==> config.mk <==
export PLATFORM = sky130hd
export DESIGN_NAME = evm_monitor_ctrl
export DESIGN_NICKNAME = d
export VERILOG_FILES = /design/src/design/evm_pkg.sv /design/src/design/evm_cond_if.sv /design/src/design/evm_event_filter.sv /design/src/design/evm_monitor_ctrl.sv
export SDC_FILE = /design/constraint.sdc
export NUM_CORES = 1
export LEC_CHECK = 0
export BUFFER_PORTS_ARGS = -buffer_cell sky130_fd_sc_hd__buf_4
export CAP_MARGIN = 20
export CORE_UTILIZATION = 60
export DETAILED_ROUTE_END_ITERATION = 7
export PLACE_DENSITY_LB_ADDON = 0.05
export SKIP_LAST_GASP = 1
export SLEW_MARGIN = 20
export SYNTH_ARGS = -nofsm -noshare
export SYNTH_HDL_FRONTEND = slang
export SYNTH_SLANG_ARGS = --single-unit
==> constraint.sdc <==
create_clock -name i_clk_sys -period 4.3 [get_ports i_clk_sys]
set_input_delay 0.43 -clock i_clk_sys [delete_from_list [all_inputs] [get_ports i_clk_sys]]
set_output_delay 0.43 -clock i_clk_sys [all_outputs]
set_load 0.02 [all_outputs]
==> src/design/evm_pkg.sv <==
/*
  Shared constants for the event and power monitor control block:
  register offsets, field positions, timing figures and the output FSM states.
  Assumes a 100 MHz system clock.
*/
package evm_pkg;

  // ---------------------------------------------------------------
  // Clock
  // ---------------------------------------------------------------
  localparam int unsigned CLK_PERIOD_NS = 10;

  function automatic int unsigned evm_cyc_of_ns(input longint unsigned ns);
    longint unsigned c;
    c = ns / CLK_PERIOD_NS;
    if (c == 0) c = 1;
    return int'(c);
  endfunction : evm_cyc_of_ns

  // ---------------------------------------------------------------
  // Timing figures
  // ---------------------------------------------------------------
  localparam longint unsigned HYS_SHORT_NS = 64'd3_900_000;    // 3.9 ms
  localparam longint unsigned HYS_MID_NS   = 64'd16_625_000;   // 16.625 ms
  localparam longint unsigned HYS_LONG_NS  = 64'd31_250_000;   // 31.25 ms
  localparam longint unsigned SMP_2HZ_MS   = 64'd500;
  localparam longint unsigned SMP_1HZ_MS   = 64'd1000;
  localparam longint unsigned SMP_4S_MS    = 64'd4000;
  localparam longint unsigned MS_NS        = 64'd1_000_000;
  localparam longint unsigned PULSE_MS     = 64'd250;          // Inside 200..300 ms

  // ---------------------------------------------------------------
  // Register offsets
  // ---------------------------------------------------------------
  localparam logic [7:0] ADDR_EVENT_COUNT  = 8'h0B;
  localparam logic [7:0] ADDR_EVENT_CTRL   = 8'h0E;
  localparam logic [7:0] ADDR_EVENT_INDEX  = 8'h0F;
  localparam logic [7:0] ADDR_CHARGE_CTRL  = 8'h10;
  localparam logic [7:0] ADDR_SUPPLY_CTRL  = 8'h11;
  localparam logic [7:0] ADDR_BATWARN_CTRL = 8'h12;

  // ---------------------------------------------------------------
  // Field positions and masks
  // ---------------------------------------------------------------
  localparam int EVC_BAT_DIS   = 6;
  localparam int EVC_PULSE     = 5;
  localparam int EVC_ENABLE    = 4;
  localparam int EVC_HYS_LSB   = 2;
  localparam int EVC_SMP_LSB   = 0;
  localparam int CHG_ENABLE    = 2;
  localparam int CHG_RES_LSB   = 0;
  localparam int SUP_CLR_TS    = 7;
  localparam int SUP_BUS_BAT   = 5;
  localparam int SUP_TRIP_LSB  = 0;
  localparam int BW_HYS        = 6;
  localparam int BW_WARN1_LSB  = 3;
  localparam int BW_WARN2_LSB  = 0;

  localparam logic [7:0] MASK_EVENT_CTRL   = 8'h7F;
  localparam logic [7:0] MASK_EVENT_INDEX  = 8'h03;
  localparam logic [7:0] MASK_CHARGE_CTRL  = 8'h07;
  localparam logic [7:0] MASK_SUPPLY_CTRL  = 8'h27;  // Clear bit is self-clearing
  localparam logic [7:0] MASK_BATWARN_CTRL = 8'h7F;

  localparam logic [7:0] RST_REG       = 8'h00;
  localparam logic [7:0] COUNT_MAX     = 8'hFF;
  localparam logic [1:0] SEL_OFF       = 2'b00;
  localparam logic [1:0] SEL_1         = 2'b01;
  localparam logic [1:0] SEL_2         = 2'b10;
  localparam logic [1:0] IDX_LATEST    = 2'b11;

  // ---------------------------------------------------------------
  // Event output states
  // ---------------------------------------------------------------
  typedef enum logic [2:0] {
    EVO_IDLE  = 3'b001,
    EVO_LATCH = 3'b010,
    EVO_PULSE = 3'b100
  } evm_out_state_t;

endpackage : evm_pkg

==> src/design/evm_cond_if.sv <==
/*
  Carrier between the control top and the event input conditioner.
  Assumes both ends sit on the same clock.
*/
`timescale 1ns/100ps
interface evm_cond_if;
  logic       enable;
  logic [1:0] hys_sel;
  logic [1:0] smp_sel;
  logic       event_det;

  modport ctrl (output enable, output hys_sel, output smp_sel, input event_det);
  modport cond (input enable, input hys_sel, input smp_sel, output event_det);
endinterface : evm_cond_if

==> src/design/evm_event_filter.sv <==
/*
  Event input conditioner: time-based deglitch then rate-limited sampling.
  Assumes the event input is synchronous to the clock; an event is a
  sampled fall of the input from high to low.
*/
`timescale 1ns/100ps
module evm_event_filter #(
  parameter int unsigned HYS1_CYC = 390_000,
  parameter int unsigned HYS2_CYC = 1_662_500,
  parameter int unsigned HYS3_CYC = 3_125_000,
  parameter int unsigned SMP1_CYC = 50_000_000,
  parameter int unsigned SMP2_CYC = 100_000_000,
  parameter int unsigned SMP3_CYC = 400_000_000
) (
  input  wire logic  i_clk_sys,
  input  wire logic  i_srst,
  input  wire logic  i_event_input_pin,
  evm_cond_if.cond   cond
);
  import evm_pkg::*;

  logic        stable_q;
  logic [31:0] hys_cnt_q;
  logic [31:0] smp_cnt_q;
  logic        sampled_q;
  logic        det_q;
  logic [31:0] hys_lim;
  logic [31:0] smp_lim;
  logic        smp_tick;

  assign cond.event_det = det_q;

  // -----------------------------------------------------------------
  // Deglitch
  // -----------------------------------------------------------------
  always_comb begin
    case (cond.hys_sel)
      SEL_1:   hys_lim = HYS1_CYC;
      SEL_2:   hys_lim = HYS2_CYC;
      default: hys_lim = HYS3_CYC;
    endcase
  end

  always_ff @(posedge i_clk_sys) begin
    if (i_srst || !cond.enable) begin
      stable_q  <= 1'b1;
      hys_cnt_q <= '0;
    end else if (i_event_input_pin == stable_q) begin
      hys_cnt_q <= '0;
    end else if (cond.hys_sel == SEL_OFF) begin
      stable_q  <= i_event_input_pin;
    end else if (hys_cnt_q + 32'd1 >= hys_lim) begin
      stable_q  <= i_event_input_pin;
      hys_cnt_q <= '0;
    end else begin
      hys_cnt_q <= hys_cnt_q + 32'd1;
    end
  end

  // -----------------------------------------------------------------
  // Sampling, independent of the deglitch setting
  // -----------------------------------------------------------------
  always_comb begin
    case (cond.smp_sel)
      SEL_1:   smp_lim = SMP1_CYC;
      SEL_2:   smp_lim = SMP2_CYC;
      default: smp_lim = SMP3_CYC;
    endcase
  end

  assign smp_tick = (cond.smp_sel == SEL_OFF) || (smp_cnt_q + 32'd1 >= smp_lim);

  always_ff @(posedge i_clk_sys) begin
    if (i_srst || !cond.enable || smp_tick) begin
      smp_cnt_q <= '0;
    end else begin
      smp_cnt_q <= smp_cnt_q + 32'd1;
    end
  end

  always_ff @(posedge i_clk_sys) begin
    if (i_srst || !cond.enable) begin
      sampled_q <= 1'b1;
      det_q     <= 1'b0;
    end else begin
      det_q <= 1'b0;
      if (smp_tick) begin
        sampled_q <= stable_q;
        det_q     <= sampled_q && !stable_q;
      end
    end
  end

endmodule : evm_event_filter

==> src/design/evm_monitor_ctrl.sv <==
/*
  Event and power monitor control: register bank for event detect, event
  index, charge, supply trip and battery warning controls, plus the event
  counter and the active-low event detect output.
  Assumes the serial bus front end presents decoded one-cycle register
  write and read strobes with a byte address, and a one-cycle stop pulse
  after each successful write. Analog switches and comparators sit outside.
*/
// Notes on behaviour
// - On backup power the event output is forced idle when its battery disable bit is set.
// - Normal mode drives the event output low on an event until cleared.
// - Pulse mode gives one low pulse of 200 to 300 ms per event.
// - Event detection runs only while the detect enable bit is one.
// - Two-bit deglitch select: off, 3.9, 16.625 or 31.25 ms.
// - Deglitch and sampling settings act independently of each other.
// - Two-bit sample rate select: continuous, 2 Hz, 1 Hz or 1/4 Hz.
// - Four event stamp slots are kept while the counter counts to 255.
// - Index 0 is the first event; 1 to 3 the most recent, 3 latest.
// - Stamp reads use the slot chosen by the event index register.
// - Charge enable one closes the charge path; zero isolates the battery.
// - Two-bit charge resistor select drives the switch network.
// - Writing clear-stamps as one clears both switchover stamps after the write.
// - On backup power the bus answers only when bus-in-battery is one.
// - Three-bit supply trip select; low supply flag set below the trip.
// - Switchover hysteresis bit passes to the switchover comparator.
// - Three-bit first battery warning trip select.
// - Three-bit second battery warning trip select.
// - Event counter counts each event and holds at 255 until written zero.
`timescale 1ns/100ps
module evm_monitor_ctrl
  import evm_pkg::*;
#(
  parameter int unsigned HYS1_CYC  = evm_pkg::evm_cyc_of_ns(evm_pkg::HYS_SHORT_NS),
  parameter int unsigned HYS2_CYC  = evm_pkg::evm_cyc_of_ns(evm_pkg::HYS_MID_NS),
  parameter int unsigned HYS3_CYC  = evm_pkg::evm_cyc_of_ns(evm_pkg::HYS_LONG_NS),
  parameter int unsigned SMP1_CYC  = evm_pkg::evm_cyc_of_ns(evm_pkg::SMP_2HZ_MS * evm_pkg::MS_NS),
  parameter int unsigned SMP2_CYC  = evm_pkg::evm_cyc_of_ns(evm_pkg::SMP_1HZ_MS * evm_pkg::MS_NS),
  parameter int unsigned SMP3_CYC  = evm_pkg::evm_cyc_of_ns(evm_pkg::SMP_4S_MS * evm_pkg::MS_NS),
  parameter int unsigned PULSE_CYC = evm_pkg::evm_cyc_of_ns(evm_pkg::PULSE_MS * evm_pkg::MS_NS)
) (
  input  wire logic       i_clk_sys,
  input  wire logic       i_srst,
  input  wire logic       i_reg_wr,
  input  wire logic       i_reg_rd,
  input  wire logic [7:0] i_reg_addr,
  input  wire logic [7:0] i_reg_wdata,
  input  wire logic       i_wr_stop,
  input  wire logic       i_on_battery,
  input  wire logic       i_supply_below_trip,
  input  wire logic       i_event_input_pin,
  output logic      [7:0] o_reg_rdata,
  output logic            o_bus_enable,
  output logic            o_event_detect_output_n,
  output logic            o_ts_capture,
  output logic      [1:0] o_ts_capture_slot,
  output logic            o_ts_shift,
  output logic      [1:0] o_ts_read_index,
  output logic            o_clear_timestamps,
  output logic            o_charge_enable,
  output logic      [1:0] o_charge_resistor_select,
  output logic      [2:0] o_supply_trip_select,
  output logic            o_switchover_hysteresis_enable,
  output logic      [2:0] o_battery_warn1_trip,
  output logic      [2:0] o_battery_warn2_trip,
  output logic            o_low_supply_flag
);

  logic [7:0]     event_detect_control_q;
  logic [7:0]     event_index_select_q;
  logic [7:0]     charge_control_q;
  logic [7:0]     supply_control_q;
  logic [7:0]     battery_warning_control_q;
  logic [7:0]     event_counter_q;
  logic           clr_pending_q;
  evm_out_state_t out_state_q;
  logic [31:0]    pulse_cnt_q;
  logic           bus_ok;
  logic           wr_ok;
  logic           rd_ok;
  logic           count_clear;
  logic           event_det;
  logic [7:0]     rd_mux;

  evm_cond_if cond_if ();

  // -----------------------------------------------------------------
  // Event input conditioner
  // -----------------------------------------------------------------
  assign cond_if.enable  = event_detect_control_q[EVC_ENABLE];
  assign cond_if.hys_sel = event_detect_control_q[EVC_HYS_LSB +: 2];
  assign cond_if.smp_sel = event_detect_control_q[EVC_SMP_LSB +: 2];
  assign event_det       = cond_if.event_det;

  evm_event_filter #(
    .HYS1_CYC (HYS1_CYC),
    .HYS2_CYC (HYS2_CYC),
    .HYS3_CYC (HYS3_CYC),
    .SMP1_CYC (SMP1_CYC),
    .SMP2_CYC (SMP2_CYC),
    .SMP3_CYC (SMP3_CYC)
  ) u_filter (
    .i_clk_sys         (i_clk_sys),
    .i_srst            (i_srst),
    .i_event_input_pin (i_event_input_pin),
    .cond              (cond_if.cond)
  );

  // -----------------------------------------------------------------
  // Bus gating
  // -----------------------------------------------------------------
  assign bus_ok      = !i_on_battery || supply_control_q[SUP_BUS_BAT];
  assign wr_ok       = i_reg_wr && bus_ok;
  assign rd_ok       = i_reg_rd && bus_ok;
  assign count_clear = wr_ok && (i_reg_addr == ADDR_EVENT_COUNT) && (i_reg_wdata == RST_REG);

  always_ff @(posedge i_clk_sys) begin
    if (i_srst) begin
      o_bus_enable <= 1'b1;
    end else begin
      o_bus_enable <= bus_ok;
    end
  end

  // -----------------------------------------------------------------
  // Control registers
  // -----------------------------------------------------------------
  always_ff @(posedge i_clk_sys) begin
    if (i_srst) begin
      event_detect_control_q    <= RST_REG;
      event_index_select_q      <= RST_REG;
      charge_control_q          <= RST_REG;
      supply_control_q          <= RST_REG;
      battery_warning_control_q <= RST_REG;
    end else if (wr_ok) begin
      case (i_reg_addr)
        ADDR_EVENT_CTRL:   event_detect_control_q    <= i_reg_wdata & MASK_EVENT_CTRL;
        ADDR_EVENT_INDEX:  event_index_select_q      <= i_reg_wdata & MASK_EVENT_INDEX;
        ADDR_CHARGE_CTRL:  charge_control_q          <= i_reg_wdata & MASK_CHARGE_CTRL;
        ADDR_SUPPLY_CTRL:  supply_control_q          <= i_reg_wdata & MASK_SUPPLY_CTRL;
        ADDR_BATWARN_CTRL: battery_warning_control_q <= i_reg_wdata & MASK_BATWARN_CTRL;
        default: ;
      endcase
    end
  end

  // -----------------------------------------------------------------
  // Analog control outputs
  // -----------------------------------------------------------------
  always_ff @(posedge i_clk_sys) begin
    if (i_srst) begin
      o_charge_enable                <= 1'b0;
      o_charge_resistor_select       <= SEL_OFF;
      o_supply_trip_select           <= 3'h0;
      o_switchover_hysteresis_enable <= 1'b0;
      o_battery_warn1_trip           <= 3'h0;
      o_battery_warn2_trip           <= 3'h0;
      o_low_supply_flag              <= 1'b0;
      o_ts_read_index                <= SEL_OFF;
    end else begin
      o_charge_enable                <= charge_control_q[CHG_ENABLE];
      o_charge_resistor_select       <= charge_control_q[CHG_RES_LSB +: 2];
      o_supply_trip_select           <= supply_control_q[SUP_TRIP_LSB +: 3];
      o_switchover_hysteresis_enable <= battery_warning_control_q[BW_HYS];
      o_battery_warn1_trip           <= battery_warning_control_q[BW_WARN1_LSB +: 3];
      o_battery_warn2_trip           <= battery_warning_control_q[BW_WARN2_LSB +: 3];
      o_low_supply_flag              <= i_supply_below_trip;
      o_ts_read_index                <= event_index_select_q[1:0];
    end
  end

  // -----------------------------------------------------------------
  // Switchover stamp clear
  // -----------------------------------------------------------------
  always_ff @(posedge i_clk_sys) begin
    if (i_srst) begin
      clr_pending_q      <= 1'b0;
      o_clear_timestamps <= 1'b0;
    end else begin
      o_clear_timestamps <= clr_pending_q && i_wr_stop;
      if (i_wr_stop) begin
        clr_pending_q <= 1'b0;
      end else if (wr_ok && i_reg_addr == ADDR_SUPPLY_CTRL) begin
        clr_pending_q <= i_reg_wdata[SUP_CLR_TS];
      end
    end
  end

  // -----------------------------------------------------------------
  // Event counter and stamp slots
  // -----------------------------------------------------------------
  always_ff @(posedge i_clk_sys) begin
    if (i_srst || count_clear) begin
      event_counter_q <= RST_REG;
    end else if (event_det && event_counter_q != COUNT_MAX) begin
      event_counter_q <= event_counter_q + 8'd1;
    end
  end

  always_ff @(posedge i_clk_sys) begin
    if (i_srst) begin
      o_ts_capture      <= 1'b0;
      o_ts_capture_slot <= SEL_OFF;
      o_ts_shift        <= 1'b0;
    end else begin
      o_ts_capture <= event_det;
      o_ts_shift   <= event_det && event_counter_q >= 8'd4;
      if (event_det) begin
        if (event_counter_q >= 8'd3) begin
          o_ts_capture_slot <= IDX_LATEST;
        end else begin
          o_ts_capture_slot <= event_counter_q[1:0];
        end
      end
    end
  end

  // -----------------------------------------------------------------
  // Event detect output
  // -----------------------------------------------------------------
  always_ff @(posedge i_clk_sys) begin
    if (i_srst) begin
      out_state_q <= EVO_IDLE;
      pulse_cnt_q <= '0;
    end else begin
      case (out_state_q)
        EVO_IDLE: begin
          if (event_det) begin
            pulse_cnt_q <= '0;
            out_state_q <= event_detect_control_q[EVC_PULSE] ? EVO_PULSE : EVO_LATCH;
          end
        end
        EVO_LATCH: begin
          if (count_clear) begin
            out_state_q <= EVO_IDLE;
          end
        end
        EVO_PULSE: begin
          if (pulse_cnt_q + 32'd1 >= PULSE_CYC) begin
            out_state_q <= EVO_IDLE;
          end else begin
            pulse_cnt_q <= pulse_cnt_q + 32'd1;
          end
        end
        default: out_state_q <= EVO_IDLE;
      endcase
    end
  end

  always_ff @(posedge i_clk_sys) begin
    if (i_srst) begin
      o_event_detect_output_n <= 1'b1;
    end else if (i_on_battery && event_detect_control_q[EVC_BAT_DIS]) begin
      o_event_detect_output_n <= 1'b1;
    end else begin
      o_event_detect_output_n <= (out_state_q == EVO_IDLE);
    end
  end

  // -----------------------------------------------------------------
  // Read data
  // -----------------------------------------------------------------
  always_comb begin
    case (i_reg_addr)
      ADDR_EVENT_COUNT:  rd_mux = event_counter_q;
      ADDR_EVENT_CTRL:   rd_mux = event_detect_control_q;
      ADDR_EVENT_INDEX:  rd_mux = event_index_select_q;
      ADDR_CHARGE_CTRL:  rd_mux = charge_control_q;
      ADDR_SUPPLY_CTRL:  rd_mux = supply_control_q;
      ADDR_BATWARN_CTRL: rd_mux = battery_warning_control_q;
      default:           rd_mux = RST_REG;
    endcase
  end

  always_ff @(posedge i_clk_sys) begin
    if (i_srst) begin
      o_reg_rdata <= RST_REG;
    end else if (rd_ok) begin
      o_reg_rdata <= rd_mux;
    end
  end

endmodule : evm_monitor_ctrl

==> metrics.txt <==
# TYPE chip_impl_metric gauge
chip_impl_metric{name="grt-ovfl-total",unit=""} 0
chip_impl_metric{name="crit_path_time_final",unit="ns"} 3.795
chip_impl_metric{name="rd_place_congestion",unit=""} 0.8838
chip_impl_metric{name="synthArstFlopShare",unit="%"} 0
chip_impl_metric{name="clock_tree.htree_level_count",unit=""} 4
chip_impl_metric{name="cts_inserted_buffers",unit=""} 17
chip_impl_metric{name="clk_pin_slew",unit="ns"} 0.06
chip_impl_metric{name="number_of_enable_flip_flop_cells_after_synthesis",unit=""} 0
chip_impl_metric{name="postSynthRegisterBits",unit=""} 165
chip_impl_metric{name="total_leakage_power",unit="nW"} 3.963
chip_impl_metric{name="dp_hpwl",unit="um"} 13790
chip_impl_metric{name="wl_per_cell",unit="um"} 15.95
chip_impl_metric{name="synth.avg_cell_area",unit="um2"} 8.522
chip_impl_metric{name="post_cts_hold_buffer_count",unit=""} 0
chip_impl_metric{name="maxSlewViolCount",unit=""} 0
chip_impl_metric{name="initialDrtViolationCount",unit=""} 587
chip_impl_metric{name="drive_above_1_share",unit="%"} 10.41
chip_impl_info{name="hold_class",value="input port to register"} 1
chip_impl_metric{name="worst-path-max-fanout",unit=""} 17
chip_impl_info{name="cp-start-kind",value="register"} 1
chip_impl_metric{name="clock_insertion_delay_worst_skew",unit="ns"} 0.43
chip_impl_metric{name="wire_length_of_the_first_global_routing_pass",unit="um"} 33230
chip_impl_metric{name="synth.lib_cells_used.distinct",unit=""} 72
chip_impl_info{name="critical_path.endpoint_type",value="register"} 1
chip_impl_metric{name="core-area",unit="um2"} 14040
chip_impl_metric{name="switching_power",unit="uW"} 673.9
chip_impl_metric{name="mappedNetlistArea",unit="um2"} 8752
chip_impl_metric{name="worst_hold_slack",unit="ns"} 0.1677
chip_impl_metric{name="count_of_pins_on_the_block_boundary",unit=""} 55
chip_impl_metric{name="globalRouteTotalUtil",unit="%"} 27.80
chip_impl_metric{name="post_cts_resized",unit=""} 0
chip_impl_metric{name="first_global_vias",unit=""} 6951
chip_impl_metric{name="fin_crit_sh",unit="%"} 88.26
chip_impl_metric{name="vias_per_cell",unit=""} 6.006
chip_impl_info{name="cts_tree",value="built"} 1
chip_impl_metric{name="netlist_instances",unit=""} 1027
chip_impl_metric{name="post_route_design_area",unit="um2"} 9886
chip_impl_metric{name="area_of_placed_instances",unit="um2"} 9255
chip_impl_info{name="yosys_most_used_dff",value="dfxtp_1"} 1
chip_impl_metric{name="max_slew_margin",unit="%"} 37.36
chip_impl_metric{name="worst_slew_pin_slew",unit="ns"} 0.9376
chip_impl_metric{name="seqPwrFrac",unit="%"} 47.4
chip_impl_metric{name="x_dimension_of_the_die",unit="um"} 122.8
chip_impl_metric{name="final.fill_count",unit=""} 1153
chip_impl_metric{name="post-cts-setup-buffers",unit=""} 0
chip_impl_metric{name="initial_core_util",unit="%"} 62.33
chip_impl_metric{name="ir_worst_vdd",unit="uV"} 399.5
chip_impl_metric{name="postRouteWirelength",unit="um"} 20030
chip_impl_metric{name="skew_final",unit="ns"} 0.01034
chip_impl_metric{name="route.detailed.drc",unit=""} 0
chip_impl_metric{name="finalNetCount",unit=""} 1132
chip_impl_info{name="cts-root-buf",value="clkbuf_16"} 1
chip_impl_metric{name="placement.io_buffers",unit=""} 54
chip_impl_metric{name="die_h",unit="um"} 122.8
chip_impl_metric{name="drt-pass1-iter-count",unit=""} 5
chip_impl_metric{name="setup_viol",unit=""} 0
chip_impl_metric{name="core_util_final",unit="%"} 70.40
chip_impl_metric{name="synth-warning-count",unit=""} 0
chip_impl_metric{name="cts_max_path_buffers",unit=""} 2
chip_impl_metric{name="power.switching_fraction",unit="%"} 20.83
chip_impl_info{name="run_status",value="complete, no violations"} 1
chip_impl_metric{name="floorplan.rows",unit=""} 43
chip_impl_metric{name="fp.dieArea",unit="um2"} 15070
chip_impl_metric{name="clockPowerShare",unit="%"} 50.6
chip_impl_metric{name="grt_max_degree",unit=""} 61
chip_impl_metric{name="antennaDiodeCount",unit=""} 0
chip_impl_info{name="critical_path_class",value="register to register"} 1
chip_impl_metric{name="required",unit="ns"} 4.62
chip_impl_metric{name="fmax",unit="MHz"} 263.5
chip_impl_metric{name="timing.setup.tns",unit="ns"} 0
chip_impl_metric{name="internal_power_summed_over_all_cells",unit="mW"} 2.562
chip_impl_metric{name="antenna_violating_nets_post_route",unit=""} 0
chip_impl_metric{name="max_cap_viol_count",unit=""} 0
chip_impl_metric{name="power.share.combinational",unit="%"} 2.0
chip_impl_info{name="final_cell_mix",value="dfxtp_1, nor2_1, nand2_1"} 1
chip_impl_metric{name="yosysSeqAreaShare",unit="%"} 37.74
chip_impl_metric{name="clock-sinks",unit=""} 165
chip_impl_info{name="grt_setup_unrepaired",value="false"} 1
chip_impl_metric{name="grt_antenna_before_repair",unit=""} 0
chip_impl_metric{name="crit_arrival",unit="ns"} 4.11
chip_impl_info{name="layout_commonest_cell",value="dfxtp_1"} 1
chip_impl_metric{name="fin_total_pwr",unit="mW"} 3.235
chip_impl_metric{name="dr_total_vias",unit=""} 7543
chip_impl_metric{name="power_density",unit="nW/um2"} 327.3
chip_impl_metric{name="final-hold-violation-count",unit=""} 0
chip_impl_metric{name="area_delta_synth_final",unit="%"} 12.95
[Yosys cell counts, types with 3 or more instances]
library cell | number | area, um2
a211o_1 | 3 | 26.28
a221oi_1 | 3 | 26.28
clkbuf_2 | 3 | 15.01
dfxtp_1 | 165 | 3303
buf_4 | 3 | 22.52
o41ai_1 | 9 | 78.83
a41oi_1 | 3 | 26.28
a22oi_1 | 3 | 22.52
o21ai_0 | 47 | 235.2
nor4b_1 | 3 | 26.28
nor2b_1 | 38 | 237.7
or3_1 | 6 | 37.54
nor3_1 | 23 | 115.1
nor4_1 | 6 | 37.54
nand4_1 | 46 | 287.8
nand3b_1 | 3 | 22.52
and2_1 | 20 | 125.1
nand2b_1 | 10 | 62.56
a21o_1 | 15 | 112.6
inv_1 | 27 | 101.4
or2_2 | 3 | 18.77
a21oi_1 | 26 | 130.1
o31ai_1 | 14 | 105.1
and4_1 | 14 | 122.6
and3_1 | 29 | 181.4
nor3b_1 | 3 | 22.52
xor2_1 | 25 | 219.0
xnor2_1 | 45 | 394.1
buf_2 | 12 | 60.06
nand2_1 | 94 | 352.8
clkbuf_1 | 31 | 116.4
ha_1 | 44 | 550.5
a222oi_1 | 3 | 30.03
mux2i_1 | 29 | 290.3
nand3_1 | 48 | 240.2
nor2_1 | 101 | 379.1
a211oi_1 | 6 | 45.04
a311o_1 | 3 | 30.03
a31oi_1 | 14 | 87.58
[worst max-delay path: stages (launching register included)]
cell	delay, ns
dfxtp_1	0.41
ha_1	0.32
nand4_1	0.17
nor3_2	0.38
and4_1	0.26
xor2_1	0.08
ha_1	0.29
and3_1	0.17
nand3_1	0.11
nor4b_1	0.28
o22ai_1	0.13
a311o_1	0.37
a21oi_1	0.25
nand2b_1	0.17
buf_4	0.23
nor2b_1	0.07
[power groups by stage]
stage | sequential [mW] | clock (mW) | combinational, mW
final | 1.53 | 1.64 | 0.0644
after global routing | 1.53 | 1.72 | 0.0687
after CTS | 1.53 | 1.65 | 0.0638
after detailed placement | 1.57 | 0 | 0.0633
after global placement | 1.57 | 0 | 0.0631
after floorplan | 1.57 | 0 | 0.0276
[final timing paths]
| path | end | start | cells after the start | slack, ns |
|---|---|---|---|---|
| max | u_filter.smp_cnt_q[19]$_SDFF_PP0_ | u_filter.smp_cnt_q[0]$_SDFF_PP0_ | 15 | 0.50 |
| min | clr_pending_q$_SDFFE_PP0P_ | i_wr_stop | 2 | 0.17 |
| max reg2reg | u_filter.smp_cnt_q[19]$_SDFF_PP0_ | u_filter.smp_cnt_q[0]$_SDFF_PP0_ | 15 | 0.50 |
| min reg2reg | u_filter.hys_cnt_q[18]$_SDFFE_PP0P_ | u_filter.hys_cnt_q[18]$_SDFFE_PP0P_ | 2 | 0.47 |
[logic make-up after synthesis]
group           count (synthesis)  share of synthesized area (%)
buf+inv                        79                          3.903
mux                            29                          3.317
xor+xnor                       70                          7.005
fa+ha+maj                      44                          6.290
simple gates                  464                          28.05
other cells                     1                        0.04285
flops                         165                          37.74
compound gates                175                          13.65
[state kept, by name (all words and copies together) (netlist names), 4 cells and up]
name	count
event_detect_control_q	7
u_filter.hys_cnt_q	32
pulse_cnt_q	32
o_reg_rdata	8
u_filter.smp_cnt_q	32
battery_warning_control_q	7
supply_control_q	4
event_counter_q	8
[area by class of cell]
type	count	area (um2)	share of cell area, %
Clock buffer	21	460.4	4.658
Clock inverter	10	170.2	1.721
Timing Repair Buffer	68	510.5	5.164
Tap cell	180	225.2	2.278
Multi-Input combinational cell	785	5115	51.74
Sequential cell	165	3303	33.41
Inverter	27	101.3	1.025
[metal layers]
metal / routed length (um) / part of all wire (%) / track usage, %
met5: 0 / 0 / 0
met4: 211 / 1.1 / 8.155
met3: 1047 / 5.2 / 5.994
met2: 9325 / 47 / 45.51
met1: 9450 / 47 / 36.60
[through the flow]
stage          worst slack (ns)  instances
6_report                 0.5049       1256
5_1_grt                  0.2087       1256
4_1_cts                  0.4975       1256
3_5_place_dp             0.5571       1225
3_3_place_gp             0.5821       1225
2_1_floorplan            0.6590       1029
Note: power is estimated with default switching activity, not from simulation.
